$ cat src/vcc_pkg.sv
// shared constants and types of the voice codec
package vcc_pkg;

  // ****************************************
  // clocking
  // ****************************************
  localparam int unsigned CLK_HZ      = 100_000_000;
  localparam int unsigned SAMPLE_HZ   = 64_000;
  // one codec update per 64 kHz tick; period rounds down to whole cycles
  localparam int unsigned TICK_CYCLES = CLK_HZ / SAMPLE_HZ;

  // ****************************************
  // data widths
  // ****************************************
  localparam int unsigned PCM_W       = 16;
  localparam int unsigned LOG_W       = 8;
  localparam int unsigned FIFO_DEPTH  = 16;
  localparam int unsigned FEC_SEG_W   = 15;
  localparam int unsigned FEC_INFO_W  = 10;
  localparam int unsigned HIST_LEN    = 4;

  // ****************************************
  // delta modulation constants
  // ****************************************
  localparam int unsigned ACC_SHIFT   = 5;
  localparam int unsigned STEP_SHIFT  = 10;
  localparam int unsigned STEP_INT_W  = 11;
  localparam int unsigned STEP_W      = STEP_INT_W + STEP_SHIFT;
  localparam int unsigned ACC_W       = 18;
  localparam logic [STEP_INT_W-1:0]   STEP_MIN = 11'h00A;
  localparam logic [STEP_INT_W-1:0]   STEP_MAX = 11'h500;
  localparam logic signed [ACC_W-1:0] ACC_MAX  = 18'sh07FFF;
  localparam logic signed [ACC_W-1:0] ACC_MIN  = 18'sh38000;

  // ****************************************
  // log pcm constants
  // ****************************************
  localparam logic [7:0]  ALAW_SILENCE = 8'hD5;
  localparam logic [7:0]  ULAW_SILENCE = 8'hFF;
  localparam logic [7:0]  ALAW_POS     = 8'hD5;
  localparam logic [7:0]  ALAW_NEG     = 8'h55;
  localparam logic [7:0]  ULAW_POS     = 8'hFF;
  localparam logic [7:0]  ULAW_NEG     = 8'h7F;
  localparam logic [7:0]  LOG_TOP      = 8'h7F;
  localparam logic [15:0] ULAW_BIAS    = 16'h0084;
  localparam logic [15:0] ULAW_CLIP    = 16'h1FDF;
  localparam logic [15:0] ULAW_ADD     = 16'h0021;
  localparam logic [15:0] ULAW_SEG0    = 16'h0040;
  localparam logic [15:0] ALAW_SEG0    = 16'h0020;
  localparam logic [15:0] ALAW_HALF    = 16'h0008;
  localparam logic [15:0] ALAW_BIAS    = 16'h0108;

  // ****************************************
  // air coding schemes
  // ****************************************
  typedef enum logic [1:0] {
    VCC_AIR_CVSD = 2'b00,
    VCC_AIR_ALAW = 2'b01,
    VCC_AIR_ULAW = 2'b10
  } vcc_scheme_t;

endpackage

$ cat src/vcc_fifo.sv
// flip-flop fifo with valid/ready on both sides
module vcc_fifo #(
  parameter int unsigned WIDTH = 16,
  parameter int unsigned DEPTH = 16
) (
  input  wire logic             ref_clk,
  input  wire logic             rstn,
  input  wire logic [WIDTH-1:0] in_data,
  input  wire logic             in_valid,
  output logic                  in_ready,
  output logic      [WIDTH-1:0] out_data,
  output logic                  out_valid,
  input  wire logic             out_ready
);

  localparam int unsigned PW = (DEPTH > 1) ? $clog2(DEPTH) : 1;
  localparam int unsigned CW = $clog2(DEPTH + 1);

  if (DEPTH < 2 || WIDTH < 1) begin : g_chk
    $error("vcc_fifo: DEPTH must be at least 2 and WIDTH at least 1");
  end

  logic [WIDTH-1:0] mem_q [DEPTH];
  logic [WIDTH-1:0] mem_d [DEPTH];
  logic [PW-1:0]    wr_q;
  logic [PW-1:0]    wr_d;
  logic [PW-1:0]    rd_q;
  logic [PW-1:0]    rd_d;
  logic [CW-1:0]    cnt_q;
  logic [CW-1:0]    cnt_d;
  logic             push;
  logic             pop;

  assign in_ready  = (cnt_q != CW'(DEPTH));
  assign out_valid = (cnt_q != '0);
  assign out_data  = mem_q[rd_q];
  assign push      = in_valid & in_ready;
  assign pop       = out_valid & out_ready;

  always_comb begin
    mem_d = mem_q;
    wr_d  = wr_q;
    rd_d  = rd_q;
    cnt_d = cnt_q;
    if (push) begin
      mem_d[wr_q] = in_data;
      wr_d        = (wr_q == PW'(DEPTH - 1)) ? '0 : wr_q + 1'b1;
    end
    if (pop) begin
      rd_d = (rd_q == PW'(DEPTH - 1)) ? '0 : rd_q + 1'b1;
    end
    if (push && !pop) begin
      cnt_d = cnt_q + 1'b1;
    end else if (pop && !push) begin
      cnt_d = cnt_q - 1'b1;
    end
  end

  always_ff @(posedge ref_clk) begin
    if (!rstn) begin
      wr_q  <= '0;
      rd_q  <= '0;
      cnt_q <= '0;
    end else begin
      wr_q  <= wr_d;
      rd_q  <= rd_d;
      cnt_q <= cnt_d;
    end
    mem_q <= mem_d;
  end

endmodule

$ cat src/vcc_codec.sv
// voice codec: delta modulation and log pcm between line pcm and air bits
// ****************************************
// Functional notes
// air stream runs at 64 kb/s as log pcm or delta modulation
// link manager picks scheme before traffic; codec follows air_scheme input
// differing line and air log laws are converted per 8-bit sample
// encoder takes 64 ksample/s linear pcm; both ends update each tick
// output bit is error sign: 0 for zero or positive, 1 negative
// prediction is accumulator times (1 - 1/32) from previous period
// companding flag set when last 4 output bits all equal
// step grows by 10 up to 1280, else decays by 1/1024 floored 10
// accumulator = prediction plus signed step, clamped to 16-bit range
// accumulator output is a 16-bit signed number
// lost voice packets are replaced with fill data, no gap
// uncorrectable rate-2/3 segment passes its 10 raw information bits
// decoded reference tone lands within 1 dB of -15 dBm0
// encoder out-of-band power at least 20 dB below in-band peak
// line pcm source keeps spectrum below 4 kHz
// decoder runs the same recursion on received bits, one sample each
// decays are subtract-shift in fixed point, shared by both ends
// ****************************************
module vcc_codec #(
  parameter int unsigned TICK_CYCLES = vcc_pkg::TICK_CYCLES,
  parameter int unsigned FIFO_DEPTH  = vcc_pkg::FIFO_DEPTH
) (
  input  wire logic                           ref_clk,
  input  wire logic                           rstn,
  input  wire logic [1:0]                     air_scheme,
  input  wire logic                           line_log_mu,
  input  wire logic [vcc_pkg::PCM_W-1:0]      line_in_data,
  input  wire logic                           line_in_valid,
  output logic                                line_in_ready,
  output logic                                air_tx_bit,
  output logic                                air_tx_strobe,
  input  wire logic                           air_rx_bit,
  input  wire logic                           air_rx_strobe,
  input  wire logic                           air_rx_lost,
  output logic [vcc_pkg::PCM_W-1:0]           line_out_data,
  output logic                                line_out_valid,
  input  wire logic [vcc_pkg::FEC_SEG_W-1:0]  fec_seg,
  input  wire logic [vcc_pkg::FEC_INFO_W-1:0] fec_corrected,
  input  wire logic                           fec_uncorrectable,
  input  wire logic                           fec_seg_valid,
  output logic [vcc_pkg::FEC_INFO_W-1:0]      fec_info,
  output logic                                fec_info_valid
);

  localparam int unsigned TW    = $clog2(TICK_CYCLES);
  localparam int unsigned PCM_W = vcc_pkg::PCM_W;
  localparam int unsigned ACC_W = vcc_pkg::ACC_W;
  localparam int unsigned STW   = vcc_pkg::STEP_W;
  localparam int unsigned HL    = vcc_pkg::HIST_LEN;
  localparam logic [TW-1:0] TICK_LAST = TW'(TICK_CYCLES - 1);

  if (TICK_CYCLES < 2 || FIFO_DEPTH < 2) begin : g_chk
    $error("vcc_codec: TICK_CYCLES and FIFO_DEPTH must be at least 2");
  end

  // ****************************************
  // shared arithmetic
  // ****************************************
  // prediction h*y with h = 1 - 1/32; arithmetic shift floors alike at both ends
  function automatic logic signed [ACC_W-1:0] cvsd_pred(input logic signed [ACC_W-1:0] y);
    return y - (y >>> vcc_pkg::ACC_SHIFT);
  endfunction

  function automatic logic cvsd_alpha(input logic [HL-1:0] h);
    return (&h) | ~(|h);
  endfunction

  // step keeps STEP_SHIFT fraction bits, else the 1/1024 decay would vanish
  function automatic logic [STW-1:0] cvsd_step(input logic [STW-1:0] st, input logic alpha);
    logic [STW-1:0] smin;
    logic [STW-1:0] smax;
    logic [STW-1:0] nxt;
    smin = {vcc_pkg::STEP_MIN, {vcc_pkg::STEP_SHIFT{1'b0}}};
    smax = {vcc_pkg::STEP_MAX, {vcc_pkg::STEP_SHIFT{1'b0}}};
    if (alpha) begin
      nxt = st + smin;
      if (nxt > smax) nxt = smax;
    end else begin
      nxt = st - (st >> vcc_pkg::STEP_SHIFT);
      if (nxt < smin) nxt = smin;
    end
    return nxt;
  endfunction

  // new accumulator: prediction plus signed step, saturated to 16 bits
  function automatic logic signed [ACC_W-1:0] cvsd_acc(input logic signed [ACC_W-1:0] p,
                                                      input logic b,
                                                      input logic [STW-1:0] st);
    logic signed [ACC_W-1:0] d;
    logic signed [ACC_W-1:0] yh;
    d  = signed'(ACC_W'(st >> vcc_pkg::STEP_SHIFT));
    yh = b ? p - d : p + d;
    if (yh > vcc_pkg::ACC_MAX) yh = vcc_pkg::ACC_MAX;
    if (yh < vcc_pkg::ACC_MIN) yh = vcc_pkg::ACC_MIN;
    return yh;
  endfunction

  function automatic logic [7:0] lin_to_log(input logic signed [PCM_W-1:0] s, input logic mu);
    logic [15:0] m;
    logic [7:0]  mask;
    logic [3:0]  seg;
    logic [3:0]  man;
    seg = '0;
    if (mu) begin
      m    = s[PCM_W-1] ? 16'(-(s >>> 2)) : 16'(s >>> 2);
      mask = s[PCM_W-1] ? vcc_pkg::ULAW_NEG : vcc_pkg::ULAW_POS;
      if (m > vcc_pkg::ULAW_CLIP) m = vcc_pkg::ULAW_CLIP;
      m = m + vcc_pkg::ULAW_ADD;
      for (int i = 0; i < 8; i++) begin
        if (m >= (vcc_pkg::ULAW_SEG0 << i)) seg = seg + 4'h1;
      end
      man = 4'(m >> (seg + 4'h1));
    end else begin
      m    = s[PCM_W-1] ? 16'(~(s >>> 3)) : 16'(s >>> 3);
      mask = s[PCM_W-1] ? vcc_pkg::ALAW_NEG : vcc_pkg::ALAW_POS;
      for (int i = 0; i < 8; i++) begin
        if (m >= (vcc_pkg::ALAW_SEG0 << i)) seg = seg + 4'h1;
      end
      man = (seg < 4'h2) ? 4'(m >> 1) : 4'(m >> seg);
    end
    return ((seg > 4'h7) ? vcc_pkg::LOG_TOP : {seg[2:0], man}) ^ mask;
  endfunction

  function automatic logic signed [PCM_W-1:0] log_to_lin(input logic [7:0] code, input logic mu);
    logic [7:0]  c;
    logic [15:0] t;
    if (mu) begin
      c = ~code;
      t = (16'({c[3:0], 3'b000}) + vcc_pkg::ULAW_BIAS) << c[6:4];
      t = t - vcc_pkg::ULAW_BIAS;
      return c[7] ? -signed'(t) : signed'(t);
    end else begin
      c = code ^ vcc_pkg::ALAW_NEG;
      t = 16'({c[3:0], 4'b0000});
      if (c[6:4] == 3'h0) begin
        t = t + vcc_pkg::ALAW_HALF;
      end else begin
        t = (t + vcc_pkg::ALAW_BIAS) << (c[6:4] - 3'h1);
      end
      return c[7] ? signed'(t) : -signed'(t);
    end
  endfunction

  // log code from one law to the other through linear
  function automatic logic [7:0] law_map(input logic [7:0] code, input logic from_mu,
                                         input logic to_mu);
    return (from_mu == to_mu) ? code : lin_to_log(log_to_lin(code, from_mu), to_mu);
  endfunction

  // ****************************************
  // input fifo
  // ****************************************
  logic [PCM_W-1:0] fifo_data;
  logic             fifo_valid;
  logic             fifo_pop;

  vcc_fifo #(
    .WIDTH (PCM_W),
    .DEPTH (FIFO_DEPTH)
  ) u_fifo (
    .ref_clk   (ref_clk),
    .rstn      (rstn),
    .in_data   (line_in_data),
    .in_valid  (line_in_valid),
    .in_ready  (line_in_ready),
    .out_data  (fifo_data),
    .out_valid (fifo_valid),
    .out_ready (fifo_pop)
  );

  // ****************************************
  // scheme decode
  // ****************************************
  logic is_cvsd;
  logic air_mu;
  logic [7:0] air_silence;

  assign is_cvsd     = (vcc_pkg::vcc_scheme_t'(air_scheme) == vcc_pkg::VCC_AIR_CVSD);
  assign air_mu      = (vcc_pkg::vcc_scheme_t'(air_scheme) == vcc_pkg::VCC_AIR_ULAW);
  assign air_silence = air_mu ? vcc_pkg::ULAW_SILENCE : vcc_pkg::ALAW_SILENCE;

  // ****************************************
  // transmit path
  // ****************************************
  logic [TW-1:0]           tick_q;
  logic [TW-1:0]           tick_d;
  logic                    tick;
  logic [2:0]              tx_idx_q;
  logic [2:0]              tx_idx_d;
  logic [7:0]              tx_sh_q;
  logic [7:0]              tx_sh_d;
  logic signed [ACC_W-1:0] enc_y_q;
  logic signed [ACC_W-1:0] enc_y_d;
  logic [STW-1:0]          enc_st_q;
  logic [STW-1:0]          enc_st_d;
  logic [HL-1:0]           enc_h_q;
  logic [HL-1:0]           enc_h_d;
  logic                    tx_bit_q;
  logic                    tx_bit_d;
  logic                    tx_stb_q;
  logic                    tx_stb_d;

  assign tick     = (tick_q == TICK_LAST);
  // log pcm takes one sample per 8 bit ticks, delta modulation one per tick
  assign fifo_pop = tick & (is_cvsd | (tx_idx_q == 3'h0));

  always_comb begin
    logic signed [ACC_W-1:0] x;
    logic signed [ACC_W-1:0] p;
    logic                    b;
    logic [7:0]              code;
    x        = fifo_valid ? ACC_W'(signed'(fifo_data)) : '0;
    p        = cvsd_pred(enc_y_q);
    b        = (x < p);
    code     = fifo_valid ? law_map(fifo_data[7:0], line_log_mu, air_mu) : air_silence;
    tick_d   = tick ? '0 : tick_q + 1'b1;
    tx_idx_d = tx_idx_q;
    tx_sh_d  = tx_sh_q;
    enc_y_d  = enc_y_q;
    enc_st_d = enc_st_q;
    enc_h_d  = enc_h_q;
    tx_bit_d = tx_bit_q;
    tx_stb_d = tick;
    if (tick) begin
      if (is_cvsd) begin
        enc_h_d  = {enc_h_q[HL-2:0], b};
        enc_st_d = cvsd_step(enc_st_q, cvsd_alpha(enc_h_d));
        enc_y_d  = cvsd_acc(p, b, enc_st_d);
        tx_bit_d = b;
        tx_idx_d = '0;
      end else if (tx_idx_q == 3'h0) begin
        tx_bit_d = code[7];
        tx_sh_d  = {code[6:0], 1'b0};
        tx_idx_d = 3'h1;
      end else begin
        tx_bit_d = tx_sh_q[7];
        tx_sh_d  = {tx_sh_q[6:0], 1'b0};
        tx_idx_d = tx_idx_q + 3'h1;
      end
    end
  end

  always_ff @(posedge ref_clk) begin
    if (!rstn) begin
      tick_q   <= '0;
      tx_idx_q <= '0;
      tx_sh_q  <= '0;
      enc_y_q  <= '0;
      enc_st_q <= {vcc_pkg::STEP_MIN, {vcc_pkg::STEP_SHIFT{1'b0}}};
      enc_h_q  <= 4'h5;
      tx_bit_q <= 1'b0;
      tx_stb_q <= 1'b0;
    end else begin
      tick_q   <= tick_d;
      tx_idx_q <= tx_idx_d;
      tx_sh_q  <= tx_sh_d;
      enc_y_q  <= enc_y_d;
      enc_st_q <= enc_st_d;
      enc_h_q  <= enc_h_d;
      tx_bit_q <= tx_bit_d;
      tx_stb_q <= tx_stb_d;
    end
  end

  assign air_tx_bit    = tx_bit_q;
  assign air_tx_strobe = tx_stb_q;

  // ****************************************
  // receive path
  // ****************************************
  logic signed [ACC_W-1:0] dec_y_q;
  logic signed [ACC_W-1:0] dec_y_d;
  logic [STW-1:0]          dec_st_q;
  logic [STW-1:0]          dec_st_d;
  logic [HL-1:0]           dec_h_q;
  logic [HL-1:0]           dec_h_d;
  logic [2:0]              rx_idx_q;
  logic [2:0]              rx_idx_d;
  logic [7:0]              rx_sh_q;
  logic [7:0]              rx_sh_d;
  logic                    fill_q;
  logic                    fill_d;
  logic [PCM_W-1:0]        out_q;
  logic [PCM_W-1:0]        out_d;
  logic                    out_v_q;
  logic                    out_v_d;

  always_comb begin
    logic       b;
    logic [7:0] byte_in;
    // fill: alternating bits let the delta accumulator decay to silence; log pcm fills with the silence code
    b = air_rx_lost ? (is_cvsd ? fill_q : air_silence[3'h7 - rx_idx_q]) : air_rx_bit;
    byte_in  = {rx_sh_q[6:0], b};
    dec_y_d  = dec_y_q;
    dec_st_d = dec_st_q;
    dec_h_d  = dec_h_q;
    rx_idx_d = rx_idx_q;
    rx_sh_d  = rx_sh_q;
    fill_d   = fill_q;
    out_d    = out_q;
    out_v_d  = 1'b0;
    if (air_rx_strobe) begin
      fill_d = ~fill_q;
      if (is_cvsd) begin
        dec_h_d  = {dec_h_q[HL-2:0], b};
        dec_st_d = cvsd_step(dec_st_q, cvsd_alpha(dec_h_d));
        dec_y_d  = cvsd_acc(cvsd_pred(dec_y_q), b, dec_st_d);
        out_d    = dec_y_d[PCM_W-1:0];
        out_v_d  = 1'b1;
        rx_idx_d = '0;
      end else begin
        rx_sh_d  = byte_in;
        rx_idx_d = rx_idx_q + 3'h1;
        if (rx_idx_q == 3'h7) begin
          out_d   = {8'h00, law_map(byte_in, air_mu, line_log_mu)};
          out_v_d = 1'b1;
        end
      end
    end
  end

  always_ff @(posedge ref_clk) begin
    if (!rstn) begin
      dec_y_q  <= '0;
      dec_st_q <= {vcc_pkg::STEP_MIN, {vcc_pkg::STEP_SHIFT{1'b0}}};
      dec_h_q  <= 4'h5;
      rx_idx_q <= '0;
      rx_sh_q  <= '0;
      fill_q   <= 1'b0;
      out_q    <= '0;
      out_v_q  <= 1'b0;
    end else begin
      dec_y_q  <= dec_y_d;
      dec_st_q <= dec_st_d;
      dec_h_q  <= dec_h_d;
      rx_idx_q <= rx_idx_d;
      rx_sh_q  <= rx_sh_d;
      fill_q   <= fill_d;
      out_q    <= out_d;
      out_v_q  <= out_v_d;
    end
  end

  assign line_out_data  = out_q;
  assign line_out_valid = out_v_q;

  // ****************************************
  // fec fallback
  // ****************************************
  logic [vcc_pkg::FEC_INFO_W-1:0] fec_q;
  logic [vcc_pkg::FEC_INFO_W-1:0] fec_d;
  logic                           fec_v_q;
  logic                           fec_v_d;

  always_comb begin
    fec_v_d = fec_seg_valid;
    fec_d   = fec_q;
    if (fec_seg_valid) begin
      // systematic code: raw information bits lead the segment
      fec_d = fec_uncorrectable ?
              fec_seg[vcc_pkg::FEC_SEG_W-1 -: vcc_pkg::FEC_INFO_W] : fec_corrected;
    end
  end

  always_ff @(posedge ref_clk) begin
    if (!rstn) begin
      fec_q   <= '0;
      fec_v_q <= 1'b0;
    end else begin
      fec_q   <= fec_d;
      fec_v_q <= fec_v_d;
    end
  end

  assign fec_info       = fec_q;
  assign fec_info_valid = fec_v_q;

endmodule

$ cat config.mk
export PLATFORM = sky130hd
export DESIGN_NAME = vcc_codec
export DESIGN_NICKNAME = d
export VERILOG_FILES = /design/src/vcc_pkg.sv /design/src/vcc_fifo.sv /design/src/vcc_codec.sv
export SDC_FILE = /design/constraint.sdc
export NUM_CORES = 1
export LEC_CHECK = 0
export ABC_AREA = 1
export BUFFER_PORTS_ARGS = -buffer_cell sky130_fd_sc_hd__clkbuf_2
export CAP_MARGIN = 20
export CORE_MARGIN = 2
export CORE_UTILIZATION = 64
export DETAILED_ROUTE_END_ITERATION = 8
export GPL_TIMING_DRIVEN = 0
export PLACE_DENSITY = 0.84
export SYNTH_ARGS = -nofsm -noshare
export SYNTH_HDL_FRONTEND = slang
export SYNTH_SLANG_ARGS = --single-unit
$ cat constraint.sdc
create_clock -name ref_clk -period 11.4 [get_ports ref_clk]
set_clock_uncertainty 0.05 [all_clocks]
set_input_delay 0.57 -clock ref_clk [delete_from_list [all_inputs] [get_ports ref_clk]]
set_output_delay 0.57 -clock ref_clk [all_outputs]
set_load 0.1 [all_outputs]
==> Word level (Yosys, flattened, before mapping) <==
Cells that the tools add are included.
{ "totals": {"inputBits": 52, "out_inout_bits": 31, "word_cells": 426, "reg_bits": 416} }
{ "op_classes": {"n_bitwise": 21, "n_eq_ne": 8, "shifts": 8, "muxes": 212, "addsub": 66, "n_reduce_logical": 23, "magnitude_cmp": 51} }
{ "ops": {"columns": ["cell", "n"], "rows": [
  ["$mux W16", 32],
  ["$mux W4", 122],
  ["$bwmux W256", 1],
  ["$mux W21", 10],
  ["$mux W18", 11],
  ["$add A4 B1 Y4 const B", 32],
  ["$mux W8", 13],
  ["$bmux W16 S4", 1],
  ["$demux W16 S4", 1],
  ["$ge A16 B10 Y1 const B", 4],
  ["$ge A16 B11 Y1 const B", 4],
  ["$ge A16 B12 Y1 const B", 4],
  ["$ge A16 B13 Y1 const B", 4],
  ["$ge A16 B7 Y1 const B", 4],
  ["$ge A16 B8 Y1 const B", 4],
  ["$ge A16 B9 Y1 const B", 4],
  ["$neg A16 Y16", 4],
  ["$shr A16 B4 Y4", 4],
  ["$add A21 B14 Y21 const B", 2],
  ["$gt A21 B21 Y1 const B", 2],
  ["$lt A21 B14 Y1 const B", 2],
  ["$sub A21 B11 Y21", 2],
  ["$add A18 B12 Y18", 2],
  ["$gt A18 B16 Y1 const B", 2],
  ["57 further kinds", 118]
]} }

==> Longest topological paths before layout <==
{ "depth": {"word_depth": 88, "ltp_mapped": 89, "mapped_depth_nobuf": 86} }

==> By module <==
A second synthesis with hierarchy kept.
{ "unflattened": {"cells_unflattened": 4609, "area_unflattened_um2": 32094.5} }
{ "modules_own_cells": {"columns": ["mod", "cells_per_inst", "area_per_inst_um2", "instances", "seq_area_each_um2"], "rows": [
  ["vcc_codec", 3437, 20313.2, 1, 2922.8],
  ["vcc_fifo", 1172, 11781.3, 1, 7947.6]
]} }

==> Worst setup path before layout <==
No wires, ideal clock.
{ "synth_path": {"path_type": "reg2reg", "startpoint": "register u_fifo.rd_q[0]", "endpoint": "register tx_sh_q[4]", "t_required_ns": 11.280, "synth_period_minus_slack_ns": 9.714, "slack_ns": 1.686, "n_path_buf": 4, "t_arrival_ns": 9.595, "setup_ns": 0.070, "stages_incl_launch_ff": 76, "path_cell_list": "dfxtp_1 buf_6 buf_8 nor2_1 nor2_1 o21ai_1 nand3_1 nand2_1 nor2_4 nor2_8 ha_1 inv_1 nand2_1 o21ai_0 nand2_1 ha_1 o211ai_1 nand2_1 (+40 left out) inv_1 ha_1 nand2_1 nand2_1 ha_1 nand2_1 nand2_1 ha_1 inv_1 clkbuf_1 nand3_1 o211ai_1 nand2_1 nand3_1 nand2_1 nand3_1 nand2_1 a21oi_1"} }
{ "synth_via": {"elab_chain_len": 50, "elab_cells_between_ends": 104, "classes_between": "24 x add/sub; 19 x order compare; 4 x shift; 51 x mux; 5 x bitwise; 1 x reduce/logical"} }
{ "synth_lines": {"columns": ["item", "line_no", "source"], "rows": [
  ["from (decl)", "vcc_fifo.sv:27", "logic [PW-1:0] rd_q;"],
  ["from (signal assigned)", "vcc_fifo.sv:66", "rd_q <= rd_d;"],
  ["$not A4 Y5 (implied by the code) *", "vcc_fifo.sv:36", "assign out_data = mem_q[rd_q];"],
  ["$bmux W16 S4 *", "vcc_fifo.sv:36", null],
  ["$mux W16 (implied by the code) * (2 in series)", "vcc_fifo.sv:36", null],
  ["branches (longest 43 deep; another with $sub A16 B8 Y16)", null, null],
  ["$mux W8 *", "vcc_codec.sv:150", "return (from_mu == to_mu) ? code : lin_to_log(log_to_lin(code, from_mu), to_mu);"],
  ["$mux W8 *", "vcc_codec.sv:218", "code = fifo_valid ? law_map(fifo_data[7:0], line_log_mu, air_mu) : air_silence;"],
  ["$mux W8 *", "vcc_codec.sv:234", "end else if (tx_idx_q == 3'h0) begin"],
  ["to (signal assigned)", "vcc_codec.sv:259", "tx_sh_q <= tx_sh_d;"],
  ["to (decl)", "vcc_codec.sv:193", "logic [7:0] tx_sh_q;"]
]} }
Every way passes the cells marked *. The select of a mux whose other input is x is not followed.
A chain may end at the register's enable or synchronous reset.

==> Worst setup path after layout <==
{ "layout_path": {"startpoint": "register u_fifo.rd_q[1]", "endpoint": "register tx_sh_q[3]"} }
The elaborated chain is that of the path after synthesis.

==> results.md <==
- Slew @ Worst Pin: 1.17 ns
- Worst EP required: between 10 and 15 ns
- Flop2flop setup slack: 0.73 ns
- Via count: ~30k
- Min Tclk post-route: between 10 and 15 ns
- Congestion Overflow GR: 0
- Die Wd: approximately 230 microns
- Avg Inst Size Synth: 7.13 sq um
- Yosys warns: 0
- Hold EP: fec_info[8]
- Routed WL per cell: 16.4 microns
- CTS tree: yes
- Slowest stage delay, CP: 0.34 ns
- Normalized max-slew margin: 0.197
- Biggest area consumer among synthesized cells: edfxtp_1
- CTS H-tree depth: 2
- Setup ws final: 0.728 ns
- Worst Hold Class: input pin to register
- Total GRT Usage: 0.326
- TritonCTS Sinks: 415
- Gpl congestion: 0.969
- Leak: 16.0 nW
- Nets: 4806
- Final Hold Viols: 0
- Reg-to-Reg Start: u_fifo.rd_q[1]
- Number of synthesized flops with an enable pin: 256
- Most used cell, CP: nand2_1
- Vias in the first global route: 27.7k
- Chip height: 225 microns
- Synth cell types: 71
- Worst Hold Launch: fec_seg[13]
- Synth Flop Type: edfxtp_1
- Startpoint Class: register
- Syn nets: 4648
- Dpl hpwl: just over 60000 microns
- Largest net degree at the start of global routing: 17
- R2R cell count: 80
- Max frequency: 93.7 MHz
- Root Driver: clkbuf_16
- Setup TNS: 0 ns
- Port Buffers: 76
- Post-synthesis sequential area ratio: 0.346
- Post-DRT Antenna Nets: 0
- # DRC: 0
- Buffer depth of the longest clock path: 3
- Setup Viol. Count Final: 0
- Status: finished clean
- CTS Buf Count: 42
- Crit end category: register
- Via/cell ratio: just under 6
- Commonest non-fill, non-tap cells in the layout: nand2_1, inv_1, nor2_1
- Top Ports: 83
- Post-placement setup slack: -0.0364 ns
- Cell Pwr Density: 228 mW/mm^2
- Cells after Synth: approximately 4.4k
- Worst-path clk slew: 0.06 ns
- Crit path arrival time: ~11 ns
- Core area: between 0.04 and 0.05 sq mm
- Initial antenna violation count: 0
- First-pass GRT wire length: ~140000 microns
- Die area: 0.0508 sq mm
- MaxCap Viol Count: 0
- Initial drt markers: approximately 3.2k
- Share of cells above drive strength 1: 0.0995
- Layout area overhead: 10.5%
- CP Max Fanout: 10
- Critical path's slowest cell: ha_4
- Detailed Route WL: around 86000 microns
- RR Endpoint: tx_sh_q[3]
- Yosys top cell area share: 0.245
- Leading cell type in the layout, fill and taps excluded: nand2_1
- Post-route clock period utilization: 0.936
- Flops & latches, synth: 415
- Number of cells on the worst hold path: 3
- FFs w/ async S/R, synth: 0
- Cell Area, Synth: 0.0314 sq mm
- CP Class: register to register
- Ranking of synthesized cells by area: edfxtp_1, nand2_1, dfxtp_1
- Tot Pwr: slightly below 0.008 W
- Pre-antenna DRT Iters: 8
- Worst VDD drop: about 0.17 mV
- Skew-Pair Late Insertion Delay: about 0.6 ns
- Final Max Tran Viols: 0
- Initial Util: 0.645
- FP Rows: 81
- Antenna Cells: 0
==> report_power, final <==
group	switching, W	leakage, nW	internal [W]	total, W
clock network	0.000610	0.688	0.000828	0.00144
registers	0.0000358	3.61	0.00165	0.00168
logic	0.00318	11.7	0.00161	0.00480
total	0.00383	16.0	0.00409	0.00792
==> logic make-up after synthesis <==
logic type,share of synthesized area
flip-flops,0.346
multiplexers,0.000677
AND/OR/NAND/NOR,0.292
AO/OA/AOI/OAI,0.147
adder cells (fa/ha/maj),0.0778
XOR/XNOR,0.0470
buffers and inverters,0.0896
==> per-stage QoR <==
| step | util | instances | hold slack [ns] | instance area [sq um] |
|---|---|---|---|---|
| after floorplan | - | 4405 | 0.389 | 31400 |
| after global routing | 0.713 | 5216 | 0.180 | 34700 |
| final | 0.713 | 5216 | 0.180 | 34700 |
| after CTS | 0.705 | 5192 | 0.162 | 34300 |
| after global placement | 0.669 | 5103 | 0.399 | 32600 |
| after detailed placement | 0.675 | 5118 | 0.406 | 32800 |
==> worst max-delay path by stage <==
stage / start / endpoint / slack, ns / cells after the start
floorplan: u_fifo.rd_q[0] / tx_sh_q[4] / 1.69 / 75
global route: u_fifo.rd_q[0] / tx_sh_q[2] / -0.1 / 84
CTS: u_fifo.rd_q[0] / tx_sh_q[2] / 0.12 / 76
finish: u_fifo.rd_q[1] / tx_sh_q[3] / 0.73 / 80
detailed placement: enc_y_q[5] / enc_y_q[6] / -0.04 / 63
global placement: enc_y_q[7] / enc_y_q[6] / 0.20 / 65
==> flip-flops by register name (all words and copies together) (netlist names), 3 cells and up <==
| register | cells |
|---|---|
| fec_info | 10 |
| rx_sh_q | 7 |
| rx_idx_q | 3 |
| enc_h_q | 3 |
| u_fifo.mem_q | 256 |
| tx_sh_q | 7 |
| u_fifo.cnt_q | 5 |
| enc_st_q | 21 |
| line_out_data | 16 |
| dec_h_q | 3 |
| u_fifo.wr_q | 4 |
| dec_st_q | 21 |
| u_fifo.rd_q | 4 |
| dec_y_q | 18 |
| enc_y_q | 18 |
| tick_q | 11 |
| tx_idx_q | 3 |
==> Yosys cell counts, types with 6 or more instances <==
| library cell | n |
|---|---|
| inv_1 | 522 |
| buf_6 | 6 |
| clkinv_1 | 12 |
| o221ai_1 | 20 |
| inv_2 | 36 |
| buf_2 | 24 |
| nand4_1 | 35 |
| xnor2_1 | 34 |
| o211ai_1 | 29 |
| o21ai_0 | 284 |
| nand3_1 | 366 |
| o21bai_1 | 25 |
| edfxtp_1 | 256 |
| fa_1 | 7 |
| nor2_1 | 430 |
| nand2_1 | 1085 |
| xor2_1 | 129 |
| nor4_1 | 15 |
| o21a_1 | 9 |
| o21ai_1 | 56 |
| o22ai_1 | 34 |
| nor3_1 | 26 |
| nor2_2 | 15 |
| nand2_4 | 13 |
| a21oi_1 | 278 |
| nand2_2 | 40 |
| or2_2 | 17 |
| a31oi_1 | 28 |
| nand3b_1 | 17 |
| dfxtp_1 | 159 |
| o31ai_1 | 11 |
| nand3_2 | 17 |
| clkbuf_1 | 78 |
| buf_4 | 14 |
| a21o_1 | 10 |
| o21ai_2 | 8 |
| ha_1 | 184 |
==> layer usage <==
layer | vias to the layer above | global-route usage | part of all wire
li1 | 15000 | - | -
met1 | 13800 | 0.440 | 0.42
met2 | 1332 | 0.537 | 0.46
met3 | 217 | 0.0445 | 0.087
met4 | 0 | 0.120 | 0.031
met5 | - | 0 | 0
==> cell type report <==
type	count	area, sq um
Buffer	129	681
Clock buffer	54	1140
Clock inverter	21	307
Fill cell	3913	14000
Inverter	574	2180
Multi-Input combinational cell	3287	17900
Sequential cell	415	10900
Tap cell	622	778
Timing Repair Buffer	113	792
Timing Repair inverter	1	7.51
==> critical path: cells and delay by family (launching register included) <==
kind | cells | cell delay [ns]
simple gates | 50 | 5.21
fa+ha+maj | 9 | 2.40
buf+inv | 16 | 1.82
compound gates | 5 | 0.70
flops | 1 | 0.33
==> repair_timing <==
| action | CTS | global route |
|---|---|---|
| hold endpoints to repair | 0 | 0 |
| pin swaps | 0 | 11 |
| endpoints found under the setup margin | 12 | 29 |
| cloned | 0 | 2 |
| hold buffers | 0 | 0 |
| resized for setup | 2 | 73 |
| setup buffers | 0 | 22 |
Note: power is estimated with default switching activity, not from simulation.
